`src/uart_fifo_consts.svh`:
```
// Constants for the UART FIFO control and DMA ready block.
// Function
// - Bits 7:6 pick threshold 1, 4, 8, 14.
// - Receive condition raised when count reaches threshold.
// - Receive queue keeps filling until completely full.
// - Bits 5:4 unused, always held at zero.
// - Bit 3 selects ready mode 0 or 1.
// - Mode 0: transmit ready low when nothing queued.
// - Mode 0: transmit ready high after first write; code holds it high only while the transmit queue holds a byte behind the stage.
// - Mode 0: receive ready low while characters held.
// - Mode 1: transmit ready high only when full.
// - Mode 1: receive ready low on threshold/timeout.
// - Bit 2 flushes transmit queue, then self-clears.
// - Bit 1 flushes receive queue, then self-clears.
// - Bit 0 enables both queues, else single buffer.
// - Write with bit 0 clear changes nothing else.
// - Reset clears trigger, flush and enable bits.
// - Source bits 7:6 show queue enable state.
// - Receive condition withdrawn below the threshold.
`ifndef UART_FIFO_CONSTS_SVH
`define UART_FIFO_CONSTS_SVH
`define CHANNELS 2
`define QUEUE_DEPTH 5'h10
`define SINGLE_DEPTH 5'h01
`define TRIG_1 5'h01
`define TRIG_4 5'h04
`define TRIG_8 5'h08
`define TRIG_14 5'h0e
`define REG_DATA 3'h0
`define REG_SETUP 3'h1
`define REG_SOURCE 3'h2
`define REG_STATUS 3'h3
`define REG_MASK 3'h4
`define SETUP_RESET 8'h00
`define SETUP_KEEP 8'hcf
`define BIT_EN 0
`define BIT_RX_FLUSH 1
`define BIT_TX_FLUSH 2
`define BIT_MODE 3
`define TRIG_HI 7
`define TRIG_LO 6
`define EV_RX_LEVEL 0
`define EV_TX_EMPTY 1
`define EV_RX_TMO 2
`define SRC_NONE 4'h1
`define SRC_RX 4'h4
`define SRC_RX_TMO 4'hc
`define SRC_TX 4'h2
`endif

```
`src/uart_fifo_pkg.sv`:
```
// Types shared by the UART FIFO control and DMA ready block.
package uart_fifo_pkg;
  typedef struct packed {
    logic [3:0] addr;
    logic [7:0] wdata;
    logic wr;
    logic rd;
  } bus_req_type;
  typedef struct packed {
    logic rx_valid;
    logic [7:0] rx_data;
    logic rx_timeout;
    logic tx_load;
  } shift_in_type;
  typedef struct packed {
    logic tx_valid;
    logic [7:0] tx_data;
  } shift_out_type;
  typedef struct packed {
    logic [15:0][7:0] mem;
    logic [3:0] wptr;
    logic [3:0] rptr;
    logic [4:0] count;
  } queue_state_type;
  typedef struct packed {
    logic [7:0] setup;
    logic stage_valid;
    logic [7:0] stage_data;
    logic tx_req_n;
    logic rx_req_n;
    logic [2:0] status;
    logic [2:0] mask;
    logic rx_level;
    logic tx_empty;
  } chan_type;
  typedef struct packed {
    chan_type [1:0] ch;
    logic [7:0] rdata;
    logic irq;
  } top_state_type;
endpackage

```
`src/fifo_queue.sv`:
```
// Sixteen-entry byte queue with flush and a run-time fill limit.
`timescale 1ns/1ps
`include "uart_fifo_consts.svh"
module fifo_queue (
  input wire logic clk_sys_in,
  input wire logic rst_in,
  input wire logic flush_in,
  input wire logic [4:0] limit_in,
  input wire logic push_in,
  input wire logic [7:0] data_in,
  input wire logic pop_in,
  output logic [7:0] data_out,
  output logic [4:0] count_out,
  output logic full_out,
  output logic empty_out
);
  uart_fifo_pkg::queue_state_type s_q;
  uart_fifo_pkg::queue_state_type s_d;
  logic push_ok;
  logic pop_ok;

  always_comb
  begin
    s_d = s_q;
    push_ok = push_in && (s_q.count < limit_in);
    pop_ok = pop_in && (s_q.count != 5'h00);
    if (flush_in)
    begin
      // Pointers and count reset; stored bytes become unreachable.
      s_d.wptr = 4'h0;
      s_d.rptr = 4'h0;
      s_d.count = 5'h00;
    end
    else
    begin
      if (push_ok)
      begin
        s_d.mem[s_q.wptr] = data_in;
        s_d.wptr = s_q.wptr + 4'h1;
      end
      if (pop_ok)
      begin
        s_d.rptr = s_q.rptr + 4'h1;
      end
      s_d.count = s_q.count + {4'h0, push_ok} - {4'h0, pop_ok};
    end
  end

  always_ff @(posedge clk_sys_in)
  begin
    if (rst_in)
    begin
      s_q <= '0;
    end
    else
    begin
      s_q <= s_d;
    end
  end

  assign data_out = s_q.mem[s_q.rptr];
  assign count_out = s_q.count;
  assign full_out = s_q.count >= limit_in;
  assign empty_out = s_q.count == 5'h00;
endmodule // fifo_queue

```
`src/uart_fifo_control_dma_ready.sv`:
```
// Two-channel UART FIFO control, DMA ready outputs and interrupt status.
//
// Implementation choices: the placing of the registers and the plain strobed port.
`timescale 1ns/1ps
`include "uart_fifo_consts.svh"
module uart_fifo_control_dma_ready (
  input wire logic clk_sys_in,
  input wire logic rst_in,
  input wire uart_fifo_pkg::bus_req_type bus_in,
  output logic [7:0] rdata_out,
  input wire uart_fifo_pkg::shift_in_type [1:0] shift_in,
  output uart_fifo_pkg::shift_out_type [1:0] shift_out,
  output logic [1:0] tx_dma_request_n_out,
  output logic [1:0] rx_dma_request_n_out,
  output logic irq_out
);
  uart_fifo_pkg::top_state_type s_q;
  uart_fifo_pkg::top_state_type s_d;

  logic [1:0] tx_push;
  logic [1:0] tx_pop;
  logic [1:0] tx_flush;
  logic [1:0] tx_full;
  logic [1:0] tx_empty;
  logic [1:0][7:0] tx_head;
  logic [1:0][4:0] tx_count;
  logic [1:0] rx_push;
  logic [1:0] rx_pop;
  logic [1:0] rx_flush;
  logic [1:0] rx_full;
  logic [1:0] rx_empty;
  logic [1:0][7:0] rx_head;
  logic [1:0][4:0] rx_count;
  logic [1:0][4:0] limit;
  logic [1:0][4:0] trig;
  logic [1:0] rx_level;
  logic [1:0] wr_setup;

  function automatic logic hit(input logic [3:0] a, input int c, input logic [2:0] idx);
    return a == {c[0], idx};
  endfunction

  function automatic logic [4:0] trig_level(input logic [1:0] sel);
    case (sel)
      2'b00: return `TRIG_1;
      2'b01: return `TRIG_4;
      2'b10: return `TRIG_8;
      default: return `TRIG_14;
    endcase
  endfunction

  always_comb
  begin
    logic en;
    logic mode1;
    logic load_take;
    logic [2:0] ev;
    logic [2:0] clr;
    logic [3:0] src;
    logic irq_any;
    en = 1'b0;
    mode1 = 1'b0;
    load_take = 1'b0;
    ev = 3'h0;
    clr = 3'h0;
    src = `SRC_NONE;
    irq_any = 1'b0;
    s_d = s_q;
    s_d.rdata = 8'h00;
    tx_push = 2'b00;
    tx_pop = 2'b00;
    tx_flush = 2'b00;
    rx_push = 2'b00;
    rx_pop = 2'b00;
    rx_flush = 2'b00;
    limit = '0;
    trig = '0;
    rx_level = 2'b00;
    wr_setup = 2'b00;
    for (int c = 0; c < `CHANNELS; c++)
    begin
      en = s_q.ch[c].setup[`BIT_EN];
      mode1 = en && s_q.ch[c].setup[`BIT_MODE];
      limit[c] = en ? `QUEUE_DEPTH : `SINGLE_DEPTH;
      trig[c] = en ? trig_level(s_q.ch[c].setup[`TRIG_HI:`TRIG_LO]) : `TRIG_1;
      rx_level[c] = rx_count[c] >= trig[c];
      tx_flush[c] = s_q.ch[c].setup[`BIT_TX_FLUSH];
      rx_flush[c] = s_q.ch[c].setup[`BIT_RX_FLUSH];
      s_d.ch[c].setup[`BIT_TX_FLUSH] = 1'b0;
      s_d.ch[c].setup[`BIT_RX_FLUSH] = 1'b0;

      wr_setup[c] = bus_in.wr && hit(bus_in.addr, c, `REG_SETUP);
      if (wr_setup[c])
      begin
        if (bus_in.wdata[`BIT_EN])
        begin
          s_d.ch[c].setup = bus_in.wdata & `SETUP_KEEP;
        end
        else
        begin
          // Only the enable bit follows a write with bit 0 clear.
          s_d.ch[c].setup[`BIT_EN] = 1'b0;
        end
      end

      tx_push[c] = bus_in.wr && hit(bus_in.addr, c, `REG_DATA);
      // The stage feeds the transmit shift path and survives a flush.
      load_take = shift_in[c].tx_load && s_q.ch[c].stage_valid;
      tx_pop[c] = (!s_q.ch[c].stage_valid || load_take) && !tx_empty[c];
      if (load_take)
      begin
        s_d.ch[c].stage_valid = 1'b0;
      end
      if (tx_pop[c])
      begin
        s_d.ch[c].stage_valid = 1'b1;
        s_d.ch[c].stage_data = tx_head[c];
      end

      rx_push[c] = shift_in[c].rx_valid;

      if (bus_in.rd)
      begin
        if (hit(bus_in.addr, c, `REG_DATA))
        begin
          s_d.rdata = rx_head[c];
          rx_pop[c] = !rx_empty[c];
        end
        if (hit(bus_in.addr, c, `REG_SETUP))
        begin
          s_d.rdata = s_q.ch[c].setup;
        end
        if (hit(bus_in.addr, c, `REG_SOURCE))
        begin
          if (rx_level[c])
          begin
            src = `SRC_RX;
          end
          else if (s_q.ch[c].status[`EV_RX_TMO])
          begin
            src = `SRC_RX_TMO;
          end
          else if (tx_empty[c])
          begin
            src = `SRC_TX;
          end
          else
          begin
            src = `SRC_NONE;
          end
          s_d.rdata = {en, en, 2'b00, src};
        end
        if (hit(bus_in.addr, c, `REG_STATUS))
        begin
          s_d.rdata = {5'h00, s_q.ch[c].status};
        end
        if (hit(bus_in.addr, c, `REG_MASK))
        begin
          s_d.rdata = {5'h00, s_q.ch[c].mask};
        end
      end

      ev = 3'h0;
      ev[`EV_RX_LEVEL] = rx_level[c] && !s_q.ch[c].rx_level;
      ev[`EV_TX_EMPTY] = tx_empty[c] && !s_q.ch[c].tx_empty;
      ev[`EV_RX_TMO] = shift_in[c].rx_timeout;
      s_d.ch[c].rx_level = rx_level[c];
      s_d.ch[c].tx_empty = tx_empty[c];
      clr = 3'h0;
      if (bus_in.wr && hit(bus_in.addr, c, `REG_STATUS))
      begin
        clr = bus_in.wdata[2:0];
      end
      // A new event in the clearing cycle keeps its bit set.
      s_d.ch[c].status = (s_q.ch[c].status & ~clr) | ev;
      if (bus_in.wr && hit(bus_in.addr, c, `REG_MASK))
      begin
        s_d.ch[c].mask = bus_in.wdata[2:0];
      end
      irq_any = irq_any || ((s_d.ch[c].status & s_d.ch[c].mask) != 3'h0);

      if (mode1)
      begin
        s_d.ch[c].tx_req_n = tx_full[c];
        if (rx_level[c] || shift_in[c].rx_timeout)
        begin
          s_d.ch[c].rx_req_n = 1'b0;
        end
        else if (rx_empty[c])
        begin
          s_d.ch[c].rx_req_n = 1'b1;
        end
      end
      else
      begin
        s_d.ch[c].tx_req_n = !tx_empty[c];
        s_d.ch[c].rx_req_n = rx_empty[c];
      end
    end
    s_d.irq = irq_any;
  end

  always_ff @(posedge clk_sys_in)
  begin
    if (rst_in)
    begin
      s_q <= '0;
      for (int c = 0; c < `CHANNELS; c++)
      begin
        s_q.ch[c].setup <= `SETUP_RESET;
        s_q.ch[c].rx_req_n <= 1'b1;
        s_q.ch[c].tx_empty <= 1'b1;
      end
    end
    else
    begin
      s_q <= s_d;
    end
  end

  assign rdata_out = s_q.rdata;
  assign irq_out = s_q.irq;

  for (genvar g = 0; g < `CHANNELS; g++)
  begin : g_chan
    fifo_queue u_tx (
      .clk_sys_in(clk_sys_in),
      .rst_in(rst_in),
      .flush_in(tx_flush[g]),
      .limit_in(limit[g]),
      .push_in(tx_push[g]),
      .data_in(bus_in.wdata),
      .pop_in(tx_pop[g]),
      .data_out(tx_head[g]),
      .count_out(tx_count[g]),
      .full_out(tx_full[g]),
      .empty_out(tx_empty[g])
    );
    fifo_queue u_rx (
      .clk_sys_in(clk_sys_in),
      .rst_in(rst_in),
      .flush_in(rx_flush[g]),
      .limit_in(limit[g]),
      .push_in(rx_push[g]),
      .data_in(shift_in[g].rx_data),
      .pop_in(rx_pop[g]),
      .data_out(rx_head[g]),
      .count_out(rx_count[g]),
      .full_out(rx_full[g]),
      .empty_out(rx_empty[g])
    );
    assign shift_out[g].tx_valid = s_q.ch[g].stage_valid;
    assign shift_out[g].tx_data = s_q.ch[g].stage_data;
    assign tx_dma_request_n_out[g] = s_q.ch[g].tx_req_n;
    assign rx_dma_request_n_out[g] = s_q.ch[g].rx_req_n;

  end
endmodule // uart_fifo_control_dma_ready

```
`config.mk`:
```
export PLATFORM = sky130hd
export DESIGN_NAME = uart_fifo_control_dma_ready
export DESIGN_NICKNAME = d
export VERILOG_FILES = /design/src/uart_fifo_pkg.sv /design/src/fifo_queue.sv /design/src/uart_fifo_control_dma_ready.sv
export VERILOG_INCLUDE_DIRS = /design/src
export SDC_FILE = /design/constraint.sdc
export NUM_CORES = 2
export LEC_CHECK = 0
export BUFFER_PORTS_ARGS = -buffer_cell sky130_fd_sc_hd__buf_2
export CAP_MARGIN = 30
export CORE_UTILIZATION = 50
export CTS_CLUSTER_SIZE = 24
export DETAILED_ROUTE_END_ITERATION = 8
export PLACE_DENSITY_LB_ADDON = 0.3
export SKIP_CTS_REPAIR_TIMING = 1
export SLEW_MARGIN = 10
export SYNTH_ARGS = -nofsm -noshare
export SYNTH_HDL_FRONTEND = slang
export SYNTH_SLANG_ARGS = --single-unit
```
`constraint.sdc`:
```
create_clock -name clk_sys_in -period 7.8 [get_ports clk_sys_in]
set_clock_uncertainty 0.15 [all_clocks]
set_input_delay 0.78 -clock clk_sys_in [delete_from_list [all_inputs] [get_ports clk_sys_in]]
set_output_delay 0.78 -clock clk_sys_in [all_outputs]
set_load 0.03 [all_outputs]
```
== After elaboration in Yosys (flattened, before gate mapping) ==
Index checks and enable logic that the tools add are counted.
Cells by class
  add/sub/neg operators: 16
  order comparisons: 20
  equal/unequal tests: 15
  muxes and demuxes: 63
  bitwise operators: 15
  reduce and logical (&&, ||, !) cells: 72
Operators with widths (count)
  $bwmux W128: 4
  $mux W8: 20
  $bmux W8 S4: 4
  $demux W8 S4: 4
  $lt A4 B5 Y1 const B: 8
  $add A4 B1 Y4 const B: 8
  $logic_and A1 B1 Y1: 30
  $pmux W4 S3: 2
  $add A5 B1 Y5: 4
  $eq A4 B4 Y1 const B: 5
  $ge A5 B5 Y1: 4
  $logic_not A5 Y1: 4
  $lt A5 B5 Y1: 4
  $mux W5: 4
  $reduce_bool A5 Y1: 4
  $sub A5 B1 Y5: 4
  $mux W9: 2
  $ge A4 B1 Y1 const B: 4
  $mux W4: 4
  $and A3 B3 Y3: 4
  $mux W3: 4
  $reduce_and A2 Y1: 6
  $mux W1: 11
  $logic_not A1 Y1: 10
  other kinds (17): 43
Word-level totals
  flip-flop bits (word level): 623
  input bits: 38
  output and inout port bits: 31
  word-level logic and storage cells: 301

== Longest topological paths before layout ==
  depth after elaboration: 15
  gate-level depth with buffers: 15

== Hierarchy ==
A second synthesis with hierarchy kept.
Second synthesis, totals
  cells, all modules: 2895
  area total of the unflattened synthesis: 31014.7 µm²
By module, submodules not included
  fifo_queue (g_chan[0].u_rx ...): instances 3, cells each 629, area an instance 6932.9 µm²
  fifo_queue (g_chan[1].u_tx): instances 1, cells each 627, area an instance 7050.5 µm²
  uart_fifo_control_dma_ready: instances 1, cells each 381, area an instance 3165.5 µm²

== Worst setup path before layout ==
Ideal clock, no wire load.
  kind: register to register
  start: register g_chan[1].u_tx.s_q (netlist bit g_chan[1].u_tx.count_out[2])
  end: register g_chan[1].u_tx.s_q (netlist bit g_chan[1].u_tx.count_out[4])
  arrival time: 2.999 ns
  data required time: 7.580 ns
  setup slack: 4.582 ns
  stages on the path, launching flop included: 16
  clock period less this slack: 3.218 ns
  cell sequence: dfxtp_1 -> inv_1 -> ha_1 -> nor4b_1 -> nor2b_1 -> buf_2 -> ha_1 -> inv_1 -> ha_1 -> inv_1 -> fa_1 -> nor2_1 -> nor2_1 -> nor2_1 -> or3_1 -> a21oi_1
On the way
  cells in the longest elaborated chain, start to end: 5
  elaborated cells on any way between the ends: 9
RTL lines
  start, declared: line fifo_queue.sv:17  | uart_fifo_pkg::queue_state_type s_q;
  start signal, assigned: line fifo_queue.sv:53  | s_q <= '0;
  start signal, assigned: line fifo_queue.sv:57  | s_q <= s_d;
  $logic_not A5 Y1: line fifo_queue.sv:64  | assign empty_out = s_q.count == 5'h00;
  $logic_not A1 Y1: line uart_fifo_control_dma_ready.sv:109  | tx_pop[c] = (!s_q.ch[c].stage_valid || load_take) && !tx_empty[c];
  $logic_and A1 B1 Y1: line uart_fifo_control_dma_ready.sv:109
  via g_chan[1].u_tx.pop_in: line fifo_queue.sv:11  | input wire logic pop_in,
  $logic_and A1 B1 Y1: line fifo_queue.sv:26  | pop_ok = pop_in && (s_q.count != 5'h00);
  $sub A5 B1 Y5: line fifo_queue.sv:45  | s_d.count = s_q.count + {4'h0, push_ok} - {4'h0, pop_ok};
The timed path passes the listed nets, and every way through them passes these cells.
A chain may end at the register's enable or synchronous reset.

== Worst setup path after layout ==
  start: input bus_in[13] (netlist name)
  end: register g_chan[1].u_tx.s_q (netlist bit g_chan[1].u_tx.count_out[4])
On the way
  cells in the longest elaborated chain, start to end: 5
RTL lines
  start, declared: line uart_fifo_control_dma_ready.sv:9  | input wire uart_fifo_pkg::bus_req_type bus_in,
  $eq A4 B4 Y1: line uart_fifo_control_dma_ready.sv:40  | return a == {c[0], idx};
  $logic_and A1 B1 Y1: line uart_fifo_control_dma_ready.sv:106  | tx_push[c] = bus_in.wr && hit(bus_in.addr, c, `REG_DATA);
  $logic_and A1 B1 Y1: line fifo_queue.sv:25  | push_ok = push_in && (s_q.count < limit_in);
  $add A5 B1 Y5: line fifo_queue.sv:45
  $sub A5 B1 Y5: line fifo_queue.sv:45
No other way between the ends.

==> impl_metrics.csv <==
group,metric,value,unit
status,status,"complete, no violations",
clock_network,cts_tree,"built",
worst_setup_path,critical-path-slowest-cell,"buf_2",
worst_setup_path,critPathMaxStageDelay,470,ps
worst_setup_path,arrival,3650,ps
sta,postLayoutSetupSlackWorst,4474,ps
global_routing,grt_start_max_net_pins,261,
global_routing,grtUsageMet1,0.3048,
floorplan,coreArea,56280,sq um
global_routing,grt.busiest_layer,"met2",
global_routing,grt_pass1_wl,104200,microns
worst_setup_path,critical_path_class,"input pin to flip-flop",
clock_network,htree_levels,3,
final_layout,syn2layout_area_growth,9.431,%
placed_design,globalplace.congestion,0.8709,
power_and_ir_drop,power_density,256.9,nW/um^2
sta,hold_viol,0,
worst_setup_path,crit_path_start,"bus_in[13]",
clock_network,clock_latency,610,ps
yosys,synth_most_common_cell,"nor2_1",
clock_network,clkTransAtPathRegs,60,ps
worst_setup_path,regToRegStartpoint,"g_chan[0].u_rx.count_out[2]",
placed_design,place_ws,3487,ps
global_routing,grt_pass1_vias,18850,
sta,worstMarginPinSlew,1153,ps
floorplan,die-area,57900,sq um
floorplan,start_util,0.5059,
final_layout,ff_latch_area,12480,sq um
flow_run,maxCapViolations,0,
yosys,seq_area_frac_synth,0.4381,
sta,min_period,3326,ps
yosys,synth.top_cell.area_share,0.4381,
worst_setup_path,cp-start-kind,"input pin",
worst_setup_path,crit_chain,"buf_2, nor4b_4, nand2_1, a211oi_4, buf_8, ha_1, inv_1, fa_1, nor2_1, nor2_1, nor2_1, or3_1, a21oi_1",
clock_network,numCtsBuffers,67,
final_layout,multi_input_area,14780,sq um
clock_network,clock_sinks,623,
floorplan,die_w,240.6,microns
worst_setup_path,cp_common_cell,"nor2_1",
floorplan,rows,87,
yosys,syn_inst,2700,
sta,slew_violations,0,
worst_setup_path,crit_path_end,"g_chan[1].u_tx.count_out[4]",
global_routing,antenna_found_initial,2,
worst_hold_path,hold_class,"input pin to flip-flop",
yosys,ys_seq_elements,623,
detailed_routing,routed_via_density,5.605,
clock_network,clk_path_buf_depth,3,
power_and_ir_drop,power,8.003,mW
detailed_routing,routedWlPerCell,19.02,microns
detailed_routing,first_pass_iters,5,
sta,max_slew_margin,0.2312,
sta,rsz0062_at_grt,"no",
final_layout,post-route-util,0.5536,
clock_network,cts-root-buf,"clkbuf_16",
worst_setup_path,critPathMaxFanout,32,
final_layout,drive_gt1_frac,0.1462,
power_and_ir_drop,p_leak,14.55,nW
final_layout,fill_cells,4722,
worst_setup_path,cp-end-kind,"flip-flop",
yosys,synthTopCellsByArea,"dfxtp_1, mux2i_1, mux4_2",
worst_hold_path,worstHoldPathCells,3,
worst_setup_path,regToRegEndpoint,"g_chan[0].u_rx.count_out[4]",
yosys,synth_cell_types,62,
yosys,syn_area,28470,sq um
yosys,synth_commonest_cells,"nor2_1, dfxtp_1, mux2i_1",
worst_setup_path,r2r_setup_slack,4530,ps
power_and_ir_drop,ir_worst_vdd,0.1541,mV
yosys,synth_warnings,0,
yosys,synth_area_per_cell,10.54,sq um
global_routing,globalRouteOverflowTotal,0,
global_routing,grt.met3_usage,0.03420,
sta,max_clock_freq,300.6,MHz
global_routing,use_met2,0.3795,
worst_setup_path,r2r_cells,14,
worst_setup_path,worst_ep_required_time,8120,ps
yosys,async_flop_share,0,
yosys,synth_area_leader_cell,"dfxtp_1",
detailed_routing,postRouteAntennaNets,0,
sta,min_period_over_period,0.4265,
sta,final.setup.tns,0,ps
global_routing,track_usage,0.2284,
yosys,synth-edff-count,0,
final_layout,nets,2741,
floorplan,ios,69,
detailed_routing,drc,0,
detailed_routing,routed_wl,65410,microns
detailed_routing,num_vias,19280,
floorplan,die_h,240.6,microns
yosys,synthFlopType,"dfxtp_1",
sta,setup_viol,0,
detailed_routing,drt_first_iter_violations,1347,
yosys,synth_fp_nets,2808,
placed_design,dpl.hpwl,42310,microns
placed_design,portBuffers,68,
## worst max-delay path, delay by kind of cell
family	cells	cell delay (ps)
AO/OA/AOI/OAI	2	470
buffers and inverters	3	760
adder cells (fa/ha/maj)	2	570
AND/OR/NAND/NOR	6	1050
## through the flow
stage / area [sq um] / hold slack, ps / instances
final: 31160 / 318.8 / 3440
after global routing: 31150 / 338.8 / 3439
after CTS: 31120 / 297.8 / 3435
after detailed placement: 28910 / 324.8 / 3318
after global placement: 28910 / 316.8 / 3318
after floorplan: 28470 / 304.6 / 2700
## layer usage
metal | part of all wire | vias to the layer above | wire, microns
met5 | 0 | - | 0
met4 | 0.023 | 0 | 1503
met3 | 0.047 | 91 | 3066
met2 | 0.48 | 393 | 31620
met1 | 0.45 | 9568 | 29220
li1 | - | 9228 | -
## cells in the final DEF (no fill, tap or decap), types with 4 or more instances in the layout
cell type | synthesis | final
clkbuf_8 | 0 | 13
mux2i_1 | 568 | 568
o22ai_1 | 13 | 13
inv_1 | 49 | 49
a21oi_1 | 43 | 43
nand4_1 | 13 | 13
dfxtp_2 | 0 | 4
clkinv_2 | 0 | 12
xor2_1 | 20 | 20
o21ai_0 | 28 | 28
nor3_1 | 8 | 8
or3_1 | 10 | 10
dfxtp_1 | 623 | 619
clkbuf_16 | 0 | 68
nand3_2 | 24 | 24
buf_4 | 39 | 21
nor2b_1 | 20 | 20
inv_6 | 0 | 5
nor3b_1 | 6 | 6
clkbuf_1 | 139 | 11
xnor2_1 | 12 | 12
ha_1 | 66 | 66
nand2_1 | 40 | 40
or2_2 | 9 | 9
bufinv_16 | 0 | 5
a211oi_1 | 5 | 5
nand3_1 | 47 | 47
mux4_2 | 149 | 149
nor2_1 | 638 | 638
and3_1 | 13 | 13
nand2b_1 | 14 | 14
fa_1 | 4 | 4
buf_2 | 39 | 67
## cell families (layout without fill, tap and decap cells)
| family | Yosys count | count (layout) | share of synthesized area |
|---|---|---|---|
| AO/OA/AOI/OAI | 119 | 119 | 0.02580 |
| flip-flops | 623 | 623 | 0.4381 |
| other | 0 | 3 | 0 |
| buffers and inverters | 277 | 258 | 0.04368 |
| XOR/XNOR | 32 | 32 | 0.009844 |
| multiplexers | 719 | 719 | 0.3183 |
| adder cells (fa/ha/maj) | 70 | 70 | 0.03182 |
| AND/OR/NAND/NOR | 860 | 860 | 0.1325 |
## registers in the layout, summed over array words and instances (netlist names)
signal and cells:
g_chan.u_rx.count_out 10, g_chan.u_rx.s_q 272, g_chan.u_tx.count_out 10, g_chan.u_tx.s_q 272
irq_out 1, rdata_out 8, rx_dma_request_n_out 2, rx_flush 2
s_q 26, shift_out 18, tx_dma_request_n_out 2
## where the power goes
part	leakage (nW)	switching, mW	internal (mW)
Combinational	8.43	0.837	0.571
Sequential	5.03	0.0919	3.31
Clock	1.09	1.30	1.89
Total	14.5	2.23	5.78
## final cells by class
class / count / area share
multi-input combinational: 1800 / 0.4743
sequential: 623 / 0.4005
clock buffer: 92 / 0.06168
tap: 756 / 0.03036
timing repair buffer: 92 / 0.01791
clock inverter: 25 / 0.009156
inverter: 49 / 0.005903
antenna: 3 / 0.0002410
## worst min-delay path by stage
stage	from	end	slack (ps)
floorplan	g_chan[0].u_tx.s_q[125]	g_chan[0].u_tx.s_q[125]	300
global placement	g_chan[1].u_tx.s_q[128]	g_chan[1].u_tx.s_q[128]	320
detailed placement	g_chan[1].u_tx.s_q[126]	g_chan[1].u_tx.s_q[126]	320
CTS	shift_in[1]	s_q[16]	300
global route	shift_in[1]	s_q[16]	340
finish	shift_in[1]	s_q[16]	320
No activity file was read; power rests on OpenSTA's default activity.
